<file path="config.mk">
export PLATFORM = sky130hd
export DESIGN_NAME = paged_data_window_addr
export DESIGN_NICKNAME = d
export VERILOG_FILES = /design/src/rtl/paged_data_window_addr.v
export VERILOG_INCLUDE_DIRS = /design/src /design/src/rtl
export SDC_FILE = /design/constraint.sdc
export NUM_CORES = 1
export LEC_CHECK = 0
export BUFFER_PORTS_ARGS = -buffer_cell sky130_fd_sc_hd__clkbuf_2
export CAP_MARGIN = 0
export CELL_PAD_IN_SITES_DETAIL_PLACEMENT = 2
export CELL_PAD_IN_SITES_GLOBAL_PLACEMENT = 2
export CORE_MARGIN = 2
export CORE_UTILIZATION = 30
export DETAILED_ROUTE_END_ITERATION = 8
export GPL_TIMING_DRIVEN = 0
export PLACE_DENSITY = 0.88
export SYNTH_ARGS = -nofsm -noshare
export SYNTH_HDL_FRONTEND = slang
export SYNTH_SLANG_ARGS = --single-unit
</file>
<file path="constraint.sdc">
create_clock -name clock_i -period 3.85 [get_ports clock_i]
set_clock_uncertainty 0.05 [all_clocks]
set_input_delay 0.5775 -clock clock_i [delete_from_list [all_inputs] [get_ports clock_i]]
set_output_delay 0.5775 -clock clock_i [all_outputs]
set_load 0.03 [all_outputs]
</file>
<file path="src/rtl/paged_window_defines.vh">
// Constants for the paged extended data window address block.
// Assumes it is included by its bare name from the design file.
`ifndef PAGED_WINDOW_DEFINES_VH
`define PAGED_WINDOW_DEFINES_VH

// Data space and page geometry.
`define EA_W           16
`define XA_W           24
`define EA_WIN_BIT     15
`define OFS_W          15
`define RPAGE_W        10
`define WPAGE_W        9
`define RPAGE_PV_BIT   9
`define PAGE_ZERO      9'h000
`define BASE_LO        16'h0800
`define BASE_HI        16'h7FFF
`define XRAM_TOP       24'h0187FF

// Access cycle counts (extra stall cycles beyond the first).
`define RD_EXTRA       2'h1
`define RPT_EXTRA      2'h2
`define NO_EXTRA       2'h0
`define RPT_SLOW_CNT   2'h2
`define STALL_LAST     2'h1
`define CNT_STEP       2'h1

// Avalon word indices and reset values.
`define AV_ADDR_W      2
`define DATA_W         16
`define LANE_W         8
`define LANES          2
`define IDX_RPAGE      2'h0
`define IDX_WPAGE      2'h1
`define IDX_STATUS     2'h2
`define IDX_TRAPADDR   2'h3
`define RPAGE_RST      10'h000
`define WPAGE_RST      9'h000
`define ST_TRAP_BIT    0
`define ST_BUSY_BIT    1
`define ST_RPT_LO      2
`define ST_RPT_HI      3

// Target codes.
`define TGT_NONE       2'h0
`define TGT_XRAM       2'h1
`define TGT_XPORT      2'h2
`define TGT_PVIEW      2'h3

`endif

</file>
<file path="src/rtl/paged_data_window_addr.v">
// Address generation for the paged extended data window of a 16-bit core.
// Assumes the core holds a request steady until cpu_done_o and that
// software on the Avalon port loads the page registers.
//
// The Avalon-MM interface to the registers and the address map were chosen for this implementation.
`include "paged_window_defines.vh"

module paged_data_window_addr (
	input  wire                  clock_i,          // Core clock, 125 MHz
	input  wire                  reset_i,          // Sync reset, active high
	input  wire                  ce_i,             // Clock enable
	input  wire [`AV_ADDR_W-1:0] avs_address_i,    // Avalon word index
	input  wire                  avs_read_i,       // Avalon read
	input  wire                  avs_write_i,      // Avalon write
	input  wire [31:0]           avs_writedata_i,  // Avalon write data
	input  wire [3:0]            avs_byteenable_i, // Avalon byte enables
	output wire [31:0]           avs_readdata_o,   // Avalon read data
	output wire                  avs_waitrequest_o,// Avalon wait
	input  wire                  cpu_req_i,        // Core data access
	input  wire                  cpu_we_i,         // Access is a write
	input  wire                  cpu_repeat_i,     // Inside repeat loop
	input  wire [`EA_W-1:0]      effective_addr_i, // Effective address
	output wire                  cpu_done_o,       // Access completes
	output wire [`XA_W-1:0]      ext_addr_o,       // 24-bit address
	output wire                  base_sel_o,       // Base data memory
	output wire                  ext_ram_sel_o,    // Extended RAM
	output wire                  ext_port_sel_o,   // External port
	output wire                  pgm_view_sel_o,   // Program view path
	output wire                  addr_error_o      // Trap pulse
);

	localparam ST_IDLE  = 1'b0;
	localparam ST_STALL = 1'b1;

	// Picks the paged target for a translated address.
	function [1:0] target_of;
		input [`XA_W-1:0] xa;
		begin
			if (xa <= `XRAM_TOP) begin
				target_of = `TGT_XRAM;
			end else begin
				target_of = `TGT_XPORT;
			end
		end
	endfunction

	// Joins a 9-bit page above the in-page offset.
	function [`XA_W-1:0] join_page;
		input [`WPAGE_W-1:0] page;
		input [`EA_W-1:0]    ea;
		begin
			join_page = {page, ea[`OFS_W-1:0]};
		end
	endfunction

	// Decodes a completed Avalon write to one register index.
	function wr_hit;
		input                  go;
		input [`AV_ADDR_W-1:0] idx;
		input [`AV_ADDR_W-1:0] want;
		begin
			wr_hit = go & (idx == want);
		end
	endfunction

	// Merges the enabled byte lanes of fresh data over an old value.
	function [`DATA_W-1:0] merge_lanes;
		input [`DATA_W-1:0] old;
		input [`DATA_W-1:0] fresh;
		input [`DATA_W-1:0] mask;
		begin
			merge_lanes = (old & ~mask) | (fresh & mask);
		end
	endfunction

	reg  [`RPAGE_W-1:0] read_page_select_ff;
	reg  [`WPAGE_W-1:0] write_page_select_ff;
	reg                 trap_seen_ff;
	reg  [`XA_W-1:0]    trap_addr_ff;
	reg                 state_ff;
	reg  [1:0]          stall_cnt_ff;
	reg  [1:0]          rpt_cnt_ff;
	reg                 addr_error_ff;
	reg                 av_ack_ff;
	reg  [31:0]         av_rdata_ff;

	reg                 nxt_state;
	reg  [1:0]          nxt_stall_cnt;
	reg  [1:0]          nxt_rpt_cnt;
	reg  [1:0]          extra;
	reg  [31:0]         rd_mux;

	wire                window;
	wire                pv_read;
	wire [`WPAGE_W-1:0] page;
	wire                page_zero;
	wire                trap;
	wire                win_read;
	wire [`XA_W-1:0]    xaddr;
	wire [1:0]          tgt;
	wire                base_hit;
	wire                av_req;
	wire                av_wr_go;
	wire [`DATA_W-1:0]  wmask;
	wire [`DATA_W-1:0]  wdata;
	wire [`DATA_W-1:0]  rpage_merged;
	wire [`DATA_W-1:0]  wpage_merged;
	wire                wr_rpage;
	wire                wr_wpage;
	wire                wr_status;
	wire                trap_hit;
	wire                stall_last;
	genvar              lane;

	// The window opens only on pointer bit 15; below it pages are ignored.
	assign window  = effective_addr_i[`EA_WIN_BIT];
	assign pv_read = window & ~cpu_we_i
		& read_page_select_ff[`RPAGE_PV_BIT];
	assign page    = cpu_we_i ? write_page_select_ff
		: read_page_select_ff[`WPAGE_W-1:0];
	assign page_zero = (page == `PAGE_ZERO);
	// Program view reads carry their own page meaning, so no trap there.
	assign trap     = cpu_req_i & window & ~pv_read & page_zero;
	assign win_read = window & ~cpu_we_i;

	// Read uses the read page, write the write page.
	assign xaddr = window ? join_page(page, effective_addr_i)
		: {{(`XA_W-`EA_W){1'b0}}, effective_addr_i};
	assign tgt = target_of(xaddr);
	assign base_hit = ~window & (effective_addr_i >= `BASE_LO)
		& (effective_addr_i <= `BASE_HI);

	assign ext_addr_o     = xaddr;
	assign base_sel_o     = cpu_req_i & base_hit;
	assign ext_ram_sel_o  = cpu_req_i & window & ~pv_read & ~page_zero
		& (tgt == `TGT_XRAM);
	assign ext_port_sel_o = cpu_req_i & window & ~pv_read & ~page_zero
		& (tgt == `TGT_XPORT);
	assign pgm_view_sel_o = cpu_req_i & pv_read;
	assign addr_error_o   = addr_error_ff;

	// Stall cycles for the access now offered.
	always @* begin
		if (trap | ~win_read) begin
			extra = `NO_EXTRA;
		end else if (cpu_repeat_i) begin
			if (rpt_cnt_ff < `RPT_SLOW_CNT) begin
				extra = `RPT_EXTRA;
			end else begin
				extra = `NO_EXTRA;
			end
		end else begin
			extra = `RD_EXTRA;
		end
	end

	assign stall_last = (stall_cnt_ff == `STALL_LAST);
	assign cpu_done_o = cpu_req_i & (((state_ff == ST_IDLE)
		& (extra == `NO_EXTRA))
		| ((state_ff == ST_STALL) & stall_last));
	assign trap_hit   = trap & cpu_done_o;

	always @* begin
		nxt_state     = state_ff;
		nxt_stall_cnt = stall_cnt_ff;
		nxt_rpt_cnt   = rpt_cnt_ff;
		case (state_ff)
			ST_IDLE: begin
				if (cpu_req_i & (extra != `NO_EXTRA)) begin
					nxt_state     = ST_STALL;
					nxt_stall_cnt = extra;
				end
			end
			ST_STALL: begin
				nxt_stall_cnt = stall_cnt_ff - `CNT_STEP;
				if (stall_last) begin
					nxt_state = ST_IDLE;
				end
			end
			default: begin
				nxt_state     = ST_IDLE;
				nxt_stall_cnt = 2'h0;
			end
		endcase
		// The repeat count saturates; leaving the loop restarts it.
		if (~cpu_repeat_i) begin
			nxt_rpt_cnt = 2'h0;
		end else if (cpu_done_o & win_read & ~trap
			& (rpt_cnt_ff < `RPT_SLOW_CNT)) begin
			nxt_rpt_cnt = rpt_cnt_ff + `CNT_STEP;
		end
	end

	always @(posedge clock_i) begin
		if (reset_i) begin
			state_ff      <= ST_IDLE;
			stall_cnt_ff  <= 2'h0;
			rpt_cnt_ff    <= 2'h0;
			addr_error_ff <= 1'b0;
		end else if (ce_i) begin
			state_ff      <= nxt_state;
			stall_cnt_ff  <= nxt_stall_cnt;
			rpt_cnt_ff    <= nxt_rpt_cnt;
			addr_error_ff <= trap_hit;
		end
	end

	// Avalon slave: every access waits exactly one cycle, which gives
	// the read data a flop stage without a combinational path.
	assign av_req   = avs_read_i | avs_write_i;
	assign av_wr_go = avs_write_i & av_ack_ff;
	assign avs_waitrequest_o = av_req & ~av_ack_ff;
	assign avs_readdata_o    = av_rdata_ff;
	assign wdata     = avs_writedata_i[`DATA_W-1:0];
	assign wr_rpage  = wr_hit(av_wr_go, avs_address_i, `IDX_RPAGE);
	assign wr_wpage  = wr_hit(av_wr_go, avs_address_i, `IDX_WPAGE);
	assign wr_status = wr_hit(av_wr_go, avs_address_i, `IDX_STATUS);

	// Only the two low byte lanes hold writable register bits.
	generate
		for (lane = 0; lane < `LANES; lane = lane + 1) begin : g_lane
			assign wmask[lane*`LANE_W +: `LANE_W] =
				{`LANE_W{avs_byteenable_i[lane]}};
		end
	endgenerate

	assign rpage_merged = merge_lanes({{(`DATA_W-`RPAGE_W){1'b0}},
		read_page_select_ff}, wdata, wmask);
	assign wpage_merged = merge_lanes({{(`DATA_W-`WPAGE_W){1'b0}},
		write_page_select_ff}, wdata, wmask);

	always @* begin
		rd_mux = 32'h0000_0000;
		case (avs_address_i)
			`IDX_RPAGE: begin
				rd_mux[`RPAGE_W-1:0] = read_page_select_ff;
			end
			`IDX_WPAGE: begin
				rd_mux[`WPAGE_W-1:0] = write_page_select_ff;
			end
			`IDX_STATUS: begin
				rd_mux[`ST_TRAP_BIT] = trap_seen_ff;
				rd_mux[`ST_BUSY_BIT] = (state_ff == ST_STALL);
				rd_mux[`ST_RPT_HI:`ST_RPT_LO] = rpt_cnt_ff;
			end
			`IDX_TRAPADDR: begin
				rd_mux[`XA_W-1:0] = trap_addr_ff;
			end
			default: begin
				rd_mux = 32'h0000_0000;
			end
		endcase
	end

	always @(posedge clock_i) begin
		if (reset_i) begin
			av_ack_ff   <= 1'b0;
			av_rdata_ff <= 32'h0000_0000;
		end else if (ce_i) begin
			av_ack_ff <= av_req & ~av_ack_ff;
			if (avs_read_i & ~av_ack_ff) begin
				av_rdata_ff <= rd_mux;
			end
		end
	end

	// Pages never step on their own at 0xFFFF; software does it.
	always @(posedge clock_i) begin
		if (reset_i) begin
			read_page_select_ff  <= `RPAGE_RST;
			write_page_select_ff <= `WPAGE_RST;
		end else if (ce_i) begin
			if (wr_rpage) begin
				read_page_select_ff <= rpage_merged[`RPAGE_W-1:0];
			end
			if (wr_wpage) begin
				write_page_select_ff <= wpage_merged[`WPAGE_W-1:0];
			end
		end
	end

	// A new trap wins over a write-one clear in the same cycle.
	always @(posedge clock_i) begin
		if (reset_i) begin
			trap_seen_ff <= 1'b0;
			trap_addr_ff <= {`XA_W{1'b0}};
		end else if (ce_i) begin
			if (trap_hit) begin
				trap_seen_ff <= 1'b1;
				trap_addr_ff <= xaddr;
			end else if (wr_status & avs_byteenable_i[0]
				& wdata[`ST_TRAP_BIT]) begin
				trap_seen_ff <= 1'b0;
			end
		end
	end

endmodule // paged_data_window_addr

</file>
; ---- Word-level counts from Yosys, hierarchy flattened
; Index checks and enable logic that the tools add are counted.
[classes]
addsub = 2
n_lt_le_gt_ge = 4
eq_ne = 8
n_mux = 19
bitwise_logic = 45
reduce_logical = 12
[ops]
columns = operator, count
row1 = AND 1 bit, 28
row2 = "less-or-equal comparator 24 x 17 -> 1 bit, second input constant", 1
row3 = two-way mux 24 bit, 1
row4 = AND 10 bit, 2
row5 = "greater-or-equal comparator 16 x 12 -> 1 bit, second input constant", 1
row6 = "less-or-equal comparator 16 x 15 -> 1 bit, second input constant", 1
row7 = one-hot mux 4 bit (4 select lines), 1
row8 = one-hot mux 5 bit (3 select lines), 1
row9 = two-way mux 14 bit, 1
row10 = two-way mux 2 bit, 7
row11 = AND reduction 2 bit, 7
row12 = inverter 10 bit, 1
row13 = bitwise OR 10 bit, 1
row14 = AND 9 bit, 1
row15 = logical NOT 9 bit, 1
row16 = two-way mux 9 bit, 1
row17 = bitwise OR 9 bit, 1
row18 = inverter 1 bit, 8
row19 = "== test 2 x 1 -> 1 bit, second input constant", 3
row20 = "== test 2 bit, second input constant", 3
row21 = logical NOT 2 bit, 2
row22 = two-way mux 1 bit, 4
row23 = "!= test 2 x 1 -> 1 bit, second input constant", 2
row24 = one-hot mux 1 bit (2 select lines), 2
row25 = 6 further kinds, 9
[word_totals]
register_bits = 75
in_bits = 62
output_inout_bits = 63
elab_cells = 100

; ---- Longest topological paths before layout
; Gate-level depths: netlist of the first run.
[logic_depth]
word_depth = 17
depth_mapped = 8
depth_no_buf = 6

; ---- Least setup slack after synthesis of the first run
; No wires, ideal clock.
[synth_timing]
path_type = input -> output
from = in cpu_we_i
to = out ext_ram_sel_o
arrival_ps = 1966
setup_slack_ps = 1256
stages = 4
n_path_buf = 1
cell_sequence = buf_1 > mux2_2 > o31ai_1 > and2_1
[synth_between]
elab_chain_len = 7
[synth_lines]
columns = element, line_no
row1 = "start, declared", paged_data_window_addr.v:20  ; input wire cpu_we_i,
row2 = "parallel branches: the longest is 6 deep, another holds less-or-equal comparator 24 x 17 -> 1 bit", --
row3 = AND 1 bit *, paged_data_window_addr.v:135  ; assign ext_ram_sel_o = cpu_req_i & window & ~pv_read & ~page_zero
row4 = "end, declared", paged_data_window_addr.v:26  ; output wire ext_ram_sel_o,
; Mark *: on every way between the ends.

; ---- Worst setup path in the final report of the first run
; Ends and elaborated chain as after synthesis.

==> Implementation_results.wiki, run 1 <==
{| class="wikitable"
! Metric !! Value
|-
| Largest net degree at the start of global routing || 14
|-
| Max Clock Freq || 327.2 MHz
|-
| Number of storage elements in the synthesis netlist || 75
|-
| Avg Vias per Cell || 5.363
|-
| CP Data Required Time || 3220 ps
|-
| Clock latency of the later-clocked register in the worst-skew pair || 340 ps
|-
| Layout cells sized above 1 || 25.91%
|-
| Total core area || 0.01152 mm^2
|-
| Commonest cells after routing, fill and taps aside || sky130_fd_sc_hd__clkbuf_2, sky130_fd_sc_hd__dfxtp_1, sky130_fd_sc_hd__a21oi_1, sky130_fd_sc_hd__nand2_1, sky130_fd_sc_hd__nand3_1
|-
| Weighted congestion reported at the end of routability-driven placement || 0.8173
|-
| Number of global-route vias before repair || 4064
|-
| Footprint of the flip-flops and latches || 0.001501 mm^2
|-
| Max-slew headroom || 49.52%
|-
| Number of rows created at floorplan || 39
|-
| Fillcell total || 1347
|-
| Peak supply drop || 250.3 uV
|-
| Violated checks || DRC
|-
| Synthesized area divided by synthesized cell count || 8.157 um^2
|-
| Minimum setup slack after placement || 786.7 ps
|-
| Mean routed wirelength per cell || 19.95 um
|-
| Number of levels in the clock H-tree || 3
|-
| Maximum root-to-sink buffer count || 2
|-
| Ratio of final minimum period to clock period || 79.39%
|-
| Aggregate global routing overflow || 0
|-
| Global-route wire length before repair || 22150 um
|-
| Die area || 0.01277 mm^2
|-
| Synthesis warning total || 0
|-
| Footprint of the multi-input gates || 0.001772 mm^2
|-
| Setup crit end kind || primary output
|-
| Cts-stage hold buffer count || 0
|-
| Netlist cell types || 43
|-
| First DRT Iteration DRCs || 185
|-
| Total wire length || 13870 um
|-
| Share of synthesized area occupied by flip-flops and latches || 42.12%
|-
| Critical Path Fanout Max || 10
|-
| RSZ-0062 raised after global routing || false
|-
| Worst EP arrival || 2430 ps
|-
| Overall via count from detail_route || 3727
|-
| Post-synth top flop || sky130_fd_sc_hd__dfxtp_1
|-
| Worst setup slack after layout || 793.3 ps
|-
| # port buffers || 92
|-
| Total clock sinks || 75
|-
| Leakage power total || 1.802 nW
|-
| Final Hold Fails || 0
|-
| Setup-failing EPs final || 0
|-
| Slew Limit Fails || 0
|-
| Final total negative setup slack || 0 ps
|-
| Number of remaining DRC errors || 7
|-
| Setup repair bufs after CTS || 0
|-
| CTS Buf Count || 9
|-
| Share of flip-flops with an asynchronous set or reset after synthesis || 0%
|-
| Die extent in y || 113.0 um
|-
| Initial antenna violation count || 0
|-
| Top-Level Pins || 125
|-
| Post-synthesis cell count || 437
|-
| Mapped cell area || 0.003565 mm^2
|-
| Classification of the worst setup path || input port to primary output
|-
| Startpoint types || input port
|-
| Commonest non-fill, non-tap cell in the layout || sky130_fd_sc_hd__clkbuf_2
|-
| Total inserted antenna cells || 0
|-
| Overall Global Routing Usage || 22.12%
|-
| Width of the chip || 113.0 um
|-
| Area of all placed cells without fillers || 0.004547 mm^2
|-
| Clock Pin Slew Worst Setup and Hold Paths || 60 ps
|-
| Post-synth EDFFs || 0
|-
| CTS tree || yes
|-
| Type of the most critical hold path || register to register
|-
| Ratio of total power to cell area || 419.5 mW/mm^2
|-
| Initial Utilization || 30.95%
|-
| Run status || finished, violations left
|-
| Post-detailed-placement half-perimeter wirelength || 10240 um
|-
| Net count reported at finish || 616
|-
| Post-CTS sizing || 0
|-
| Layout overhead on the synthesized area || 27.55%
|-
| Total placed instance area || 0.004230 mm^2
|-
| Fin crit period || 3057 ps
|-
| Transition time of the tightest slew-check pin || 750.3 ps
|-
| Number of antenna-violating nets in the routed design || 0
|-
| Number of optimization iterations in the first detailed-route pass || 7
|-
| Clock root buffer master || sky130_fd_sc_hd__clkbuf_16
|-
| Maxcap violations || 0
|}
## metal layers
metal  wire (um)  part of all wire [%]  global-route usage (%)
met2        7242                    52                   41.12
met3         573                   4.1                   3.749
met5           0                     0                       0
met4         308                   2.2                   7.317
met1        5743                    41                   25.62
## layout make-up
cell class	instances	share of cell area (%)
multi-input cells	312	38.97
flip-flops and latches	75	33.02
well taps	143	3.935
repair buffers	92	10.13
clock buffers	10	5.036
inverters	4	0.3302
plain buffers	53	6.659
clock inverters	6	1.926
## Yosys cell counts, drive strengths merged, types with 7 or more instances
cell type,number,area (um^2)
nor3,9,45.04
and2,13,81.33
buf,33,227.7
nor2b,11,68.82
nand2,58,217.7
clkbuf,20,75.07
ha,7,87.58
a21oi,68,340.3
dfxtp,75,1501
nor2,13,48.80
o21ai,22,113.9
a222oi,9,90.09
nand3,52,260.3
mux2i,9,90.09
## final timing paths
kind	from	end	slack, ps	depth (start not counted)
max reg2reg	register	trap_addr_ff[9]$_SDFFE_PP0P_	1520	6
min	avs_readdata_o[15]$_SDFFE_PP0P_	avs_readdata_o[15]$_SDFFE_PP0P_	410	2
min reg2reg	avs_readdata_o[15]$_SDFFE_PP0P_	avs_readdata_o[15]$_SDFFE_PP0P_	410	2
max	cpu_we_i	ext_ram_sel_o	790	6
## cell families (layout without fill, tap and decap cells)
group,after synthesis,count (layout),synth area share [%]
buffers and inverters,57,165,8.915
adders and majority gates,7,7,2.457
DFF,75,75,42.12
and+or+nand+nor,176,176,25.10
other,1,8,0.1052
AOI/OAI and AO/OA,111,111,18.46
muxes,10,10,2.843
## worst max-delay path, cell delays in order
cell,delay [ps]
sky130_fd_sc_hd__clkbuf_2,170
sky130_fd_sc_hd__buf_1,550
sky130_fd_sc_hd__mux2_2,450
sky130_fd_sc_hd__o31ai_1,310
sky130_fd_sc_hd__and2_1,170
sky130_fd_sc_hd__clkbuf_2,200
## stage by stage
step / hold slack, ps / cells / power (mW) / util (%)
after floorplan: 379.4 / 444 / 0.9370 / -
after global placement: 391.1 / 679 / 1.008 / 36.73
after detailed placement: 398.8 / 679 / 1.017 / 36.73
after CTS: 412.6 / 695 / 1.929 / 39.48
after global routing: 428.9 / 695 / 1.973 / 39.48
final: 409.0 / 695 / 1.907 / 39.48
## where the power goes
| part | total [mW] | switching [mW] | internal, mW |
|---|---|---|---|
| registers | 0.788 | 0.00576 | 0.782 |
| logic | 0.216 | 0.148 | 0.0683 |
| clock network | 0.904 | 0.335 | 0.569 |
| total | 1.91 | 0.488 | 1.42 |
No activity file was read; power rests on OpenSTA's default activity.
==> inputs of run 2 (changes only) <==
--- a/config.mk
+++ b/config.mk
@@ -6,15 +6,16 @@
 export SDC_FILE = /design/constraint.sdc
 export NUM_CORES = 1
 export LEC_CHECK = 0
+export ABC_AREA = 1
 export BUFFER_PORTS_ARGS = -buffer_cell sky130_fd_sc_hd__clkbuf_2
 export CAP_MARGIN = 0
 export CELL_PAD_IN_SITES_DETAIL_PLACEMENT = 2
 export CELL_PAD_IN_SITES_GLOBAL_PLACEMENT = 2
 export CORE_MARGIN = 2
-export CORE_UTILIZATION = 30
+export CORE_UTILIZATION = 26
 export DETAILED_ROUTE_END_ITERATION = 8
 export GPL_TIMING_DRIVEN = 0
-export PLACE_DENSITY = 0.88
+export PLACE_DENSITY = 0.81
 export SYNTH_ARGS = -nofsm -noshare
 export SYNTH_HDL_FRONTEND = slang
 export SYNTH_SLANG_ARGS = --single-unit
==> constraint.sdc (replaced) <==
create_clock -name clock_i -period 2.89 [get_ports clock_i]
set_clock_uncertainty 0.05 [all_clocks]
set_input_delay 0.4335 -clock clock_i [delete_from_list [all_inputs] [get_ports clock_i]]
set_output_delay 0.4335 -clock clock_i [all_outputs]
set_load 0.03 [all_outputs]
==> Implementation_results.wiki, run 2 <==
{| class="wikitable"
! Metric !! Value
|-
| Run status || complete, no violations (was finished, violations left)
|-
| Die area || 0.01499 mm^2 (was 0.01277 mm^2)
|-
| Post-synth EDFFs || 0 (unchanged)
|-
| Global-route wire length before repair || 21160 um (was 22150 um)
|-
| Share of flip-flops with an asynchronous set or reset after synthesis || 0% (unchanged)
|-
| Setup repair bufs after CTS || 0 (unchanged)
|-
| Synthesis warning total || 0 (unchanged)
|-
| Total wire length || 13090 um (was 13870 um)
|-
| Total placed instance area || 0.004343 mm^2 (was 0.004230 mm^2)
|-
| Initial Utilization || 26.47% (was 30.95%)
|-
| Commonest cells after routing, fill and taps aside || sky130_fd_sc_hd__nand2_1, sky130_fd_sc_hd__clkbuf_2, sky130_fd_sc_hd__dfxtp_1, sky130_fd_sc_hd__inv_1, sky130_fd_sc_hd__nor2_1 (was sky130_fd_sc_hd__clkbuf_2, sky130_fd_sc_hd__dfxtp_1, sky130_fd_sc_hd__a21oi_1, sky130_fd_sc_hd__nand2_1, sky130_fd_sc_hd__nand3_1)
|-
| Top-Level Pins || 125 (unchanged)
|-
| Slew Limit Fails || 0 (unchanged)
|-
| Avg Vias per Cell || 4.624 (was 5.363)
|-
| CP Launch Point || effective_addr_i[11] (was cpu_we_i)
|-
| Worst EP arrival || 2260 ps (was 2430 ps)
|-
| Number of storage elements in the synthesis netlist || 75 (unchanged)
|-
| Ratio of total power to cell area || 545.5 mW/mm^2 (was 419.5 mW/mm^2)
|-
| Share of synthesized area occupied by flip-flops and latches || 41.18% (was 42.12%)
|-
| Post-detailed-placement half-perimeter wirelength || 10200 um (was 10240 um)
|-
| Critical Path Fanout Max || 3 (was 10)
|-
| Overall Power || 2.541 mW (was 1.907 mW)
|-
| Core occupancy in the finished layout || 33.81% (was 39.48%)
|-
| Net count reported at finish || 695 (was 616)
|-
| Ratio of final minimum period to clock period || 94.98%
|-
| Layout overhead on the synthesized area || 27.73% (was 27.55%)
|-
| Max-slew headroom || 22.07% (was 49.52%)
|-
| Area of all placed cells without fillers || 0.004657 mm^2 (was 0.004547 mm^2)
|-
| First DRT Iteration DRCs || 142 (was 185)
|-
| Non-filler instance count after layout || 811 (was 695)
|-
| CTS tree || yes (unchanged)
|-
| Fin crit period || 2745 ps
|-
| Clock root buffer master || sky130_fd_sc_hd__clkbuf_16 (unchanged)
|-
| Leakage power total || 2.231 nW (was 1.802 nW)
|-
| Register-to-register setup slack || 930 ps (was 1520 ps)
|-
| Post-CTS sizing || 0 (unchanged)
|-
| Reg2Reg Depth || 13 (was 6)
|-
| Clock Pin Slew Worst Setup and Hold Paths || 60 ps (about the same)
|-
| Fillcell total || 1689 (was 1347)
|-
| Critical path cell sequence || clkbuf_2, nor4_1, nor4_1, nor4_1, clkbuf_2 (was clkbuf_2, buf_1, mux2_2, o31ai_1, and2_1, clkbuf_2)
|-
| Worst setup slack after layout || 145.2 ps (was 793.3 ps)
|-
| Mapped cell area || 0.003646 mm^2 (was 0.003565 mm^2)
|-
| Largest net degree at the start of global routing || 13 (was 14)
|-
| Layout cells sized above 1 || 24.72% (was 25.91%)
|-
| Maximum root-to-sink buffer count || 2 (unchanged)
|-
| Weighted congestion reported at the end of routability-driven placement || 0.8080 (was 0.8173)
|-
| Transition time of the tightest slew-check pin || 1158 ps (was 750.3 ps)
|-
| CTS Buf Count || 9 (unchanged)
|-
| Peak supply drop || 298.7 uV (was 250.3 uV)
|-
| Maxcap violations || 0 (unchanged)
|-
| Largest stage delay, worst path || 980 ps (was 550 ps)
|-
| Cell types with the largest area share after synthesis || sky130_fd_sc_hd__dfxtp_1, sky130_fd_sc_hd__nand2_1, sky130_fd_sc_hd__inv_1, sky130_fd_sc_hd__a21oi_1, sky130_fd_sc_hd__nor2_1 (was sky130_fd_sc_hd__dfxtp_1, sky130_fd_sc_hd__a21oi_1, sky130_fd_sc_hd__nand3_1, sky130_fd_sc_hd__nand2_1, sky130_fd_sc_hd__buf_4)
|-
| Initial antenna violation count || 0 (unchanged)
|-
| Total inserted antenna cells || 0 (unchanged)
|-
| Number of global-route vias before repair || 4027 (was 4064)
|-
| Post-synth top area share || 41.18% (was 42.12%)
|-
| Startpoint types || input port (unchanged)
|-
| Number of remaining DRC errors || 0 (was 7)
|-
| Number of rows created at floorplan || 43 (was 39)
|-
| Number of optimization iterations in the first detailed-route pass || 4 (was 7)
|-
| Setup-failing EPs final || 0 (unchanged)
|-
| Width of the chip || 122.4 um (was 113.0 um)
|-
| Max Clock Freq || 364.3 MHz
|-
| Cts-stage hold buffer count || 0 (unchanged)
|-
| Top cell by count, worst path || sky130_fd_sc_hd__nor4_1 (was sky130_fd_sc_hd__clkbuf_2)
|-
| Number of levels in the clock H-tree || 3 (unchanged)
|-
| # port buffers || 89 (was 92)
|-
| Type of the most critical hold path || input port to register (was register to register)
|-
| CP Data Required Time || 2410 ps (was 3220 ps)
|-
| Cell with the most instances after synthesis || sky130_fd_sc_hd__nand2_1 (was sky130_fd_sc_hd__dfxtp_1)
|-
| Clock latency of the later-clocked register in the worst-skew pair || 340 ps (about the same)
|-
| Die extent in y || 122.4 um (was 113.0 um)
|-
| Final total negative setup slack || 0 ps (unchanged)
|-
| Mean routed wirelength per cell || 16.14 um (was 19.95 um)
|-
| Cell types with the highest counts after synthesis || sky130_fd_sc_hd__nand2_1, sky130_fd_sc_hd__dfxtp_1, sky130_fd_sc_hd__inv_1 (was sky130_fd_sc_hd__dfxtp_1, sky130_fd_sc_hd__a21oi_1, sky130_fd_sc_hd__nand2_1)
|-
| WHS || 294.4 ps (was 409.0 ps)
|-
| Synthesized area divided by synthesized cell count || 7.025 um^2 (was 8.157 um^2)
|-
| Aggregate global routing overflow || 0 (unchanged)
|-
| FF-to-FF End || trap_addr_ff[12]$_SDFFE_PP0P_ (was trap_addr_ff[9]$_SDFFE_PP0P_)
|-
| Setup crit end kind || primary output (unchanged)
|-
| Top cell type by total area after synthesis || sky130_fd_sc_hd__dfxtp_1 (unchanged)
|-
| Overall Global Routing Usage || 18.50% (was 22.12%)
|-
| RSZ-0062 raised after global routing || false (unchanged)
|-
| Total core area || 0.01377 mm^2 (was 0.01152 mm^2)
|-
| Crit path to || ext_ram_sel_o (unchanged)
|-
| Worst-path cell with the longest stage delay || sky130_fd_sc_hd__nor4_1 (was sky130_fd_sc_hd__buf_1)
|-
| Commonest non-fill, non-tap cell in the layout || sky130_fd_sc_hd__nand2_1 (was sky130_fd_sc_hd__clkbuf_2)
|-
| Total clock sinks || 75 (unchanged)
|-
| Post-synthesis cell count || 519 (was 437)
|-
| Overall via count from detail_route || 3750 (was 3727)
|-
| Classification of the worst setup path || input port to primary output (unchanged)
|-
| Minimum setup slack after placement || 205.6 ps (was 786.7 ps)
|-
| Post-synth top flop || sky130_fd_sc_hd__dfxtp_1 (unchanged)
|-
| Final Hold Fails || 0 (unchanged)
|-
| Cell Count Post-Placement || 795 (was 679)
|-
| Number of antenna-violating nets in the routed design || 0 (unchanged)
|-
| Netlist cell types || 33 (was 43)
|}
run 2: logic make-up (layout without fill, tap and decap cells):
kind of cell	Yosys count	in the layout	synth area share, %
adders and majority gates	7	7	2.402
other	1	8	0.1029
DFF	75	75	41.18
AOI/OAI and AO/OA	98	98	14.55
buffers and inverters	112	217	14.96
and+or+nand+nor	226	226	26.80
run 2: final cells by class:
type | count | area [um^2] | share of cell area [%]
Sequential cell | 75 | 1501 | 32.24
Clock buffer | 12 | 266.5 | 5.723
Tap cell | 180 | 225.2 | 4.836
Timing Repair Buffer | 89 | 445.4 | 9.565
Multi-Input combinational cell | 339 | 1625 | 34.90
Buffer | 46 | 292.8 | 6.287
Inverter | 66 | 252.7 | 5.427
Clock inverter | 4 | 47.55 | 1.021
run 2: worst max-delay path, delay by kind of cell:
kind / cells / cell delay, ps
buffers and inverters: 2 / 370
and+or+nand+nor: 3 / 1450
run 2: layer usage:
metal / up-vias / part of all wire (%) / track usage (%)
met5: - / 0 / 0
met4: 0 / 1.9 / 6.753
met3: 23 / 4.2 / 3.392
met2: 84 / 50 / 32.26
met1: 1811 / 44 / 22.64
li1: 1832 / - / -
run 2: how the worst min path moves through the flow:
stage                                     from                               to  slack [ps]  cells after the start
3_3_place_gp   avs_readdata_o[18]$_SDFFE_PP0P_  avs_readdata_o[18]$_SDFFE_PP0P_         410                      2
4_1_cts                    effective_addr_i[1]     trap_addr_ff[1]$_SDFFE_PP0P_         290                      3
3_5_place_dp   avs_readdata_o[22]$_SDFFE_PP0P_  avs_readdata_o[22]$_SDFFE_PP0P_         420                      2
5_1_grt                    effective_addr_i[1]     trap_addr_ff[1]$_SDFFE_PP0P_         310                      3
2_1_floorplan                         register                         register         390                      2
6_report                   effective_addr_i[2]     trap_addr_ff[2]$_SDFFE_PP0P_         290                      3
run 2: report_power, final:
part	leakage, nW	switching (mW)	internal (mW)
Sequential	0.606	0.00928	1.05
Clock	0.155	0.441	0.736
Combinational	1.47	0.212	0.0942
Total	2.23	0.663	1.88
==> inputs of run 3 (changes only) <==
--- a/config.mk
+++ b/config.mk
@@ -11,7 +11,7 @@
 export CAP_MARGIN = 0
 export CELL_PAD_IN_SITES_DETAIL_PLACEMENT = 2
 export CELL_PAD_IN_SITES_GLOBAL_PLACEMENT = 2
-export CORE_MARGIN = 2
+export CORE_MARGIN = 3
 export CORE_UTILIZATION = 26
 export DETAILED_ROUTE_END_ITERATION = 8
 export GPL_TIMING_DRIVEN = 0
==> constraint.sdc (replaced) <==
create_clock -name clock_i -period 2.89 [get_ports clock_i]
set_clock_uncertainty 0.05 [all_clocks]
set_input_delay 0.578 -clock clock_i [delete_from_list [all_inputs] [get_ports clock_i]]
set_output_delay 0.578 -clock clock_i [all_outputs]
set_load 0.03 [all_outputs]
==> Implementation_results.wiki, run 3 (synthesized netlist as in run 2, its figures left out) <==
{| class="wikitable"
! Metric !! Value
|-
| Run status || complete, no violations (unchanged)
|-
| Global-route wire length before repair || 21400 um (was 21160 um)
|-
| Critical Path Fanout Max || 3 (unchanged)
|-
| Top-Level Pins || 125 (unchanged)
|-
| Commonest cells after routing, fill and taps aside || sky130_fd_sc_hd__nand2_1, sky130_fd_sc_hd__clkbuf_2, sky130_fd_sc_hd__dfxtp_1, sky130_fd_sc_hd__inv_1, sky130_fd_sc_hd__nor2_1 (unchanged)
|-
| Sw frac || 27.09% (was 26.09%)
|-
| Die area || 0.01548 mm^2 (was 0.01499 mm^2)
|-
| Total wire length || 13060 um (was 13090 um)
|-
| RSZ-0062 raised after global routing || false (unchanged)
|-
| Startpoint types || input port (unchanged)
|-
| Setup repair bufs after CTS || 0 (unchanged)
|-
| Leakage power total || 2.225 nW (was 2.231 nW)
|-
| Met2 Wirelength || 6665 um (was 6575 um)
|-
| Ratio of final minimum period to clock period || 87.81% (was 94.98%)
|-
| Peak supply drop || 244.6 uV (was 298.7 uV)
|-
| Fillcell total || 1671 (was 1689)
|-
| Overall Global Routing Usage || 17.29% (was 18.50%)
|-
| Internal Power || 1.901 mW (was 1.878 mW)
|-
| Commonest non-fill, non-tap cell in the layout || sky130_fd_sc_hd__nand2_1 (unchanged)
|-
| Maximum root-to-sink buffer count || 2 (unchanged)
|-
| Number of remaining DRC errors || 0 (unchanged)
|-
| Initial Utilization || 27.10% (was 26.47%)
|-
| Setup crit end kind || primary output (unchanged)
|-
| Footprint of the flip-flops and latches || 0.001501 mm^2 (unchanged)
|-
| Number of rows created at floorplan || 42 (was 43)
|-
| Number of optimization iterations in the first detailed-route pass || 5 (was 4)
|-
| Avg Vias per Cell || 4.574 (was 4.624)
|-
| Net count reported at finish || 695 (unchanged)
|-
| CP Data Required Time || 2260 ps (was 2410 ps)
|-
| Final Hold Fails || 0 (unchanged)
|-
| Type of the most critical hold path || register to register (was input port to register)
|-
| Worst-path cell with the longest stage delay || sky130_fd_sc_hd__nor4_2 (was sky130_fd_sc_hd__nor4_1)
|-
| Uppermost metal layer occupied by signal nets || met4 (unchanged)
|-
| Initial antenna violation count || 0 (unchanged)
|-
| Number of levels in the clock H-tree || 3 (unchanged)
|-
| Max Clock Freq || 394.1 MHz (was 364.3 MHz)
|-
| Clock root buffer master || sky130_fd_sc_hd__clkbuf_16 (unchanged)
|-
| Cell Count Post-Placement || 791 (was 795)
|-
| Fin crit period || 2538 ps (was 2745 ps)
|-
| Total core area || 0.01345 mm^2 (was 0.01377 mm^2)
|-
| Cell family with most CP delay || simple AND/OR/NAND/NOR gates (unchanged)
|-
| Maxcap violations || 0 (unchanged)
|-
| Ratio of total power to cell area || 558.5 mW/mm^2 (was 545.5 mW/mm^2)
|-
| # port buffers || 89 (unchanged)
|-
| P_sw || 706.3 uW (was 662.9 uW)
|-
| Overall via count from detail_route || 3691 (was 3750)
|-
| Non-filler instance count after layout || 807 (was 811)
|-
| Aggregate global routing overflow || 0 (unchanged)
|-
| Final total negative setup slack || 0 ps (unchanged)
|-
| Classification of the worst setup path || input port to primary output (unchanged)
|-
| First DRT Iteration DRCs || 124 (was 142)
|-
| Clock Pin Slew Worst Setup and Hold Paths || 60 ps (about the same)
|-
| Layout overhead on the synthesized area || 28.07% (was 27.73%)
|-
| Number of global-route vias before repair || 4115 (was 4027)
|-
| CTS Buf Count || 9 (unchanged)
|-
| Layout cells sized above 1 || 24.88% (was 24.72%)
|-
| Mean routed wirelength per cell || 16.18 um (was 16.14 um)
|-
| Setup-failing EPs final || 0 (unchanged)
|-
| Slew Limit Fails || 0 (unchanged)
|-
| Total clock sinks || 75 (unchanged)
|-
| CTS tree || yes (unchanged)
|-
| Post-detailed-placement half-perimeter wirelength || 10100 um (was 10200 um)
|-
| Number of antenna-violating nets in the routed design || 0 (unchanged)
|-
| Routed wire length on met3 || 479 um (was 545 um)
|-
| Buffers plus inverters on the worst setup path || 2 (unchanged)
|-
| Largest net degree at the start of global routing || 15 (was 13)
|-
| Clock power frac || 47.7% (was 46.3%)
|-
| Weighted congestion reported at the end of routability-driven placement || 0.7654 (was 0.8080)
|-
| Width of the chip || 124.4 um (was 122.4 um)
|-
| Total inserted antenna cells || 0 (unchanged)
|-
| Critical path cell sequence || clkbuf_2, nor4_2, nor4_1, nor4_1, clkbuf_2 (was clkbuf_2, nor4_1, nor4_1, nor4_1, clkbuf_2)
|-
| Die extent in y || 124.4 um (was 122.4 um)
|-
| Share of total power in combinational logic || 11.8% (was 12.1%)
|-
| Sequential share of power || 40.5% (was 41.6%)
|-
| Transition time of the tightest slew-check pin || 647.0 ps (was 1158 ps)
|-
| Largest stage delay, worst path || 530 ps (was 980 ps)
|-
| Worst EP arrival || 1910 ps (was 2260 ps)
|-
| Footprint of the multi-input gates || 0.001632 mm^2 (was 0.001625 mm^2)
|-
| Clock latency of the later-clocked register in the worst-skew pair || 350 ps (was 340 ps)
|-
| Max-slew headroom || 56.87% (was 22.07%)
|-
| Routed length on met1 || 5735 um (was 5724 um)
|}
[run 3: layout make-up]
class	instances	area share, %
multi-input combinational	339	34.94
clock buffer	9	4.823
tap	176	4.716
sequential	75	32.15
clock inverter	7	2.144
inverter	66	5.413
timing repair buffer	89	9.539
buffer	46	6.270
[run 3: timing repair]
item / in CTS / in global routing
setup endpoints to repair: 0 / 1
gates resized for setup: 0 / 1
endpoints found under the hold margin: 0 / 0
hold buffers: 0 / 0
[run 3: power by group through the flow]
stage / sequential, mW / combinational [mW] / clock [mW]
4_1_cts: 1.06 / 0.311 / 1.27
2_1_floorplan: 1.08 / 0.192 / 0
6_report: 1.06 / 0.307 / 1.24
5_1_grt: 1.06 / 0.340 / 1.33
3_3_place_gp: 1.08 / 0.297 / 0
3_5_place_dp: 1.08 / 0.307 / 0
[run 3: stage by stage]
| stage | instance area (um^2) | util (%) | hold WS, ps | setup slack (ps) | power, mW |
|---|---|---|---|---|---|
| global placement | 4338 | 32.25 | 407.2 | 91.55 | 1.376 |
| global route | 4669 | 34.71 | 429.1 | 197.5 | 2.723 |
| finish | 4669 | 34.71 | 421.4 | 352.4 | 2.608 |
| floorplan | 3672 | - | 393.9 | 105.7 | 1.277 |
| detailed placement | 4338 | 32.25 | 416.1 | 79.79 | 1.387 |
| CTS | 4663 | 34.66 | 425.2 | 70.20 | 2.641 |
[run 3: per-layer routing]
metal	GRT usage, %	up-vias
li1	-	1825
met1	20.54	1778
met2	30.34	74
met3	5.274	14
met4	4.384	0
met5	0	-
[run 3: worst paths after layout]
kind / slack, ps / startpoint / cells after the start / end
setup / recovery: 350 / effective_addr_i[11] / 5 / ext_ram_sel_o
hold reg to reg: 420 / avs_readdata_o[18]$_SDFFE_PP0P_ / 2 / avs_readdata_o[18]$_SDFFE_PP0P_
hold / removal: 420 / avs_readdata_o[18]$_SDFFE_PP0P_ / 2 / avs_readdata_o[18]$_SDFFE_PP0P_
setup reg to reg: 920 / register / 13 / trap_addr_ff[2]$_SDFFE_PP0P_
[run 3: tightest hold or removal path: cells and delay by family, from the launching register on]
kind | cells | cell delay [ps]
compound gates | 1 | 60
simple gates | 1 | 60
flops | 1 | 310
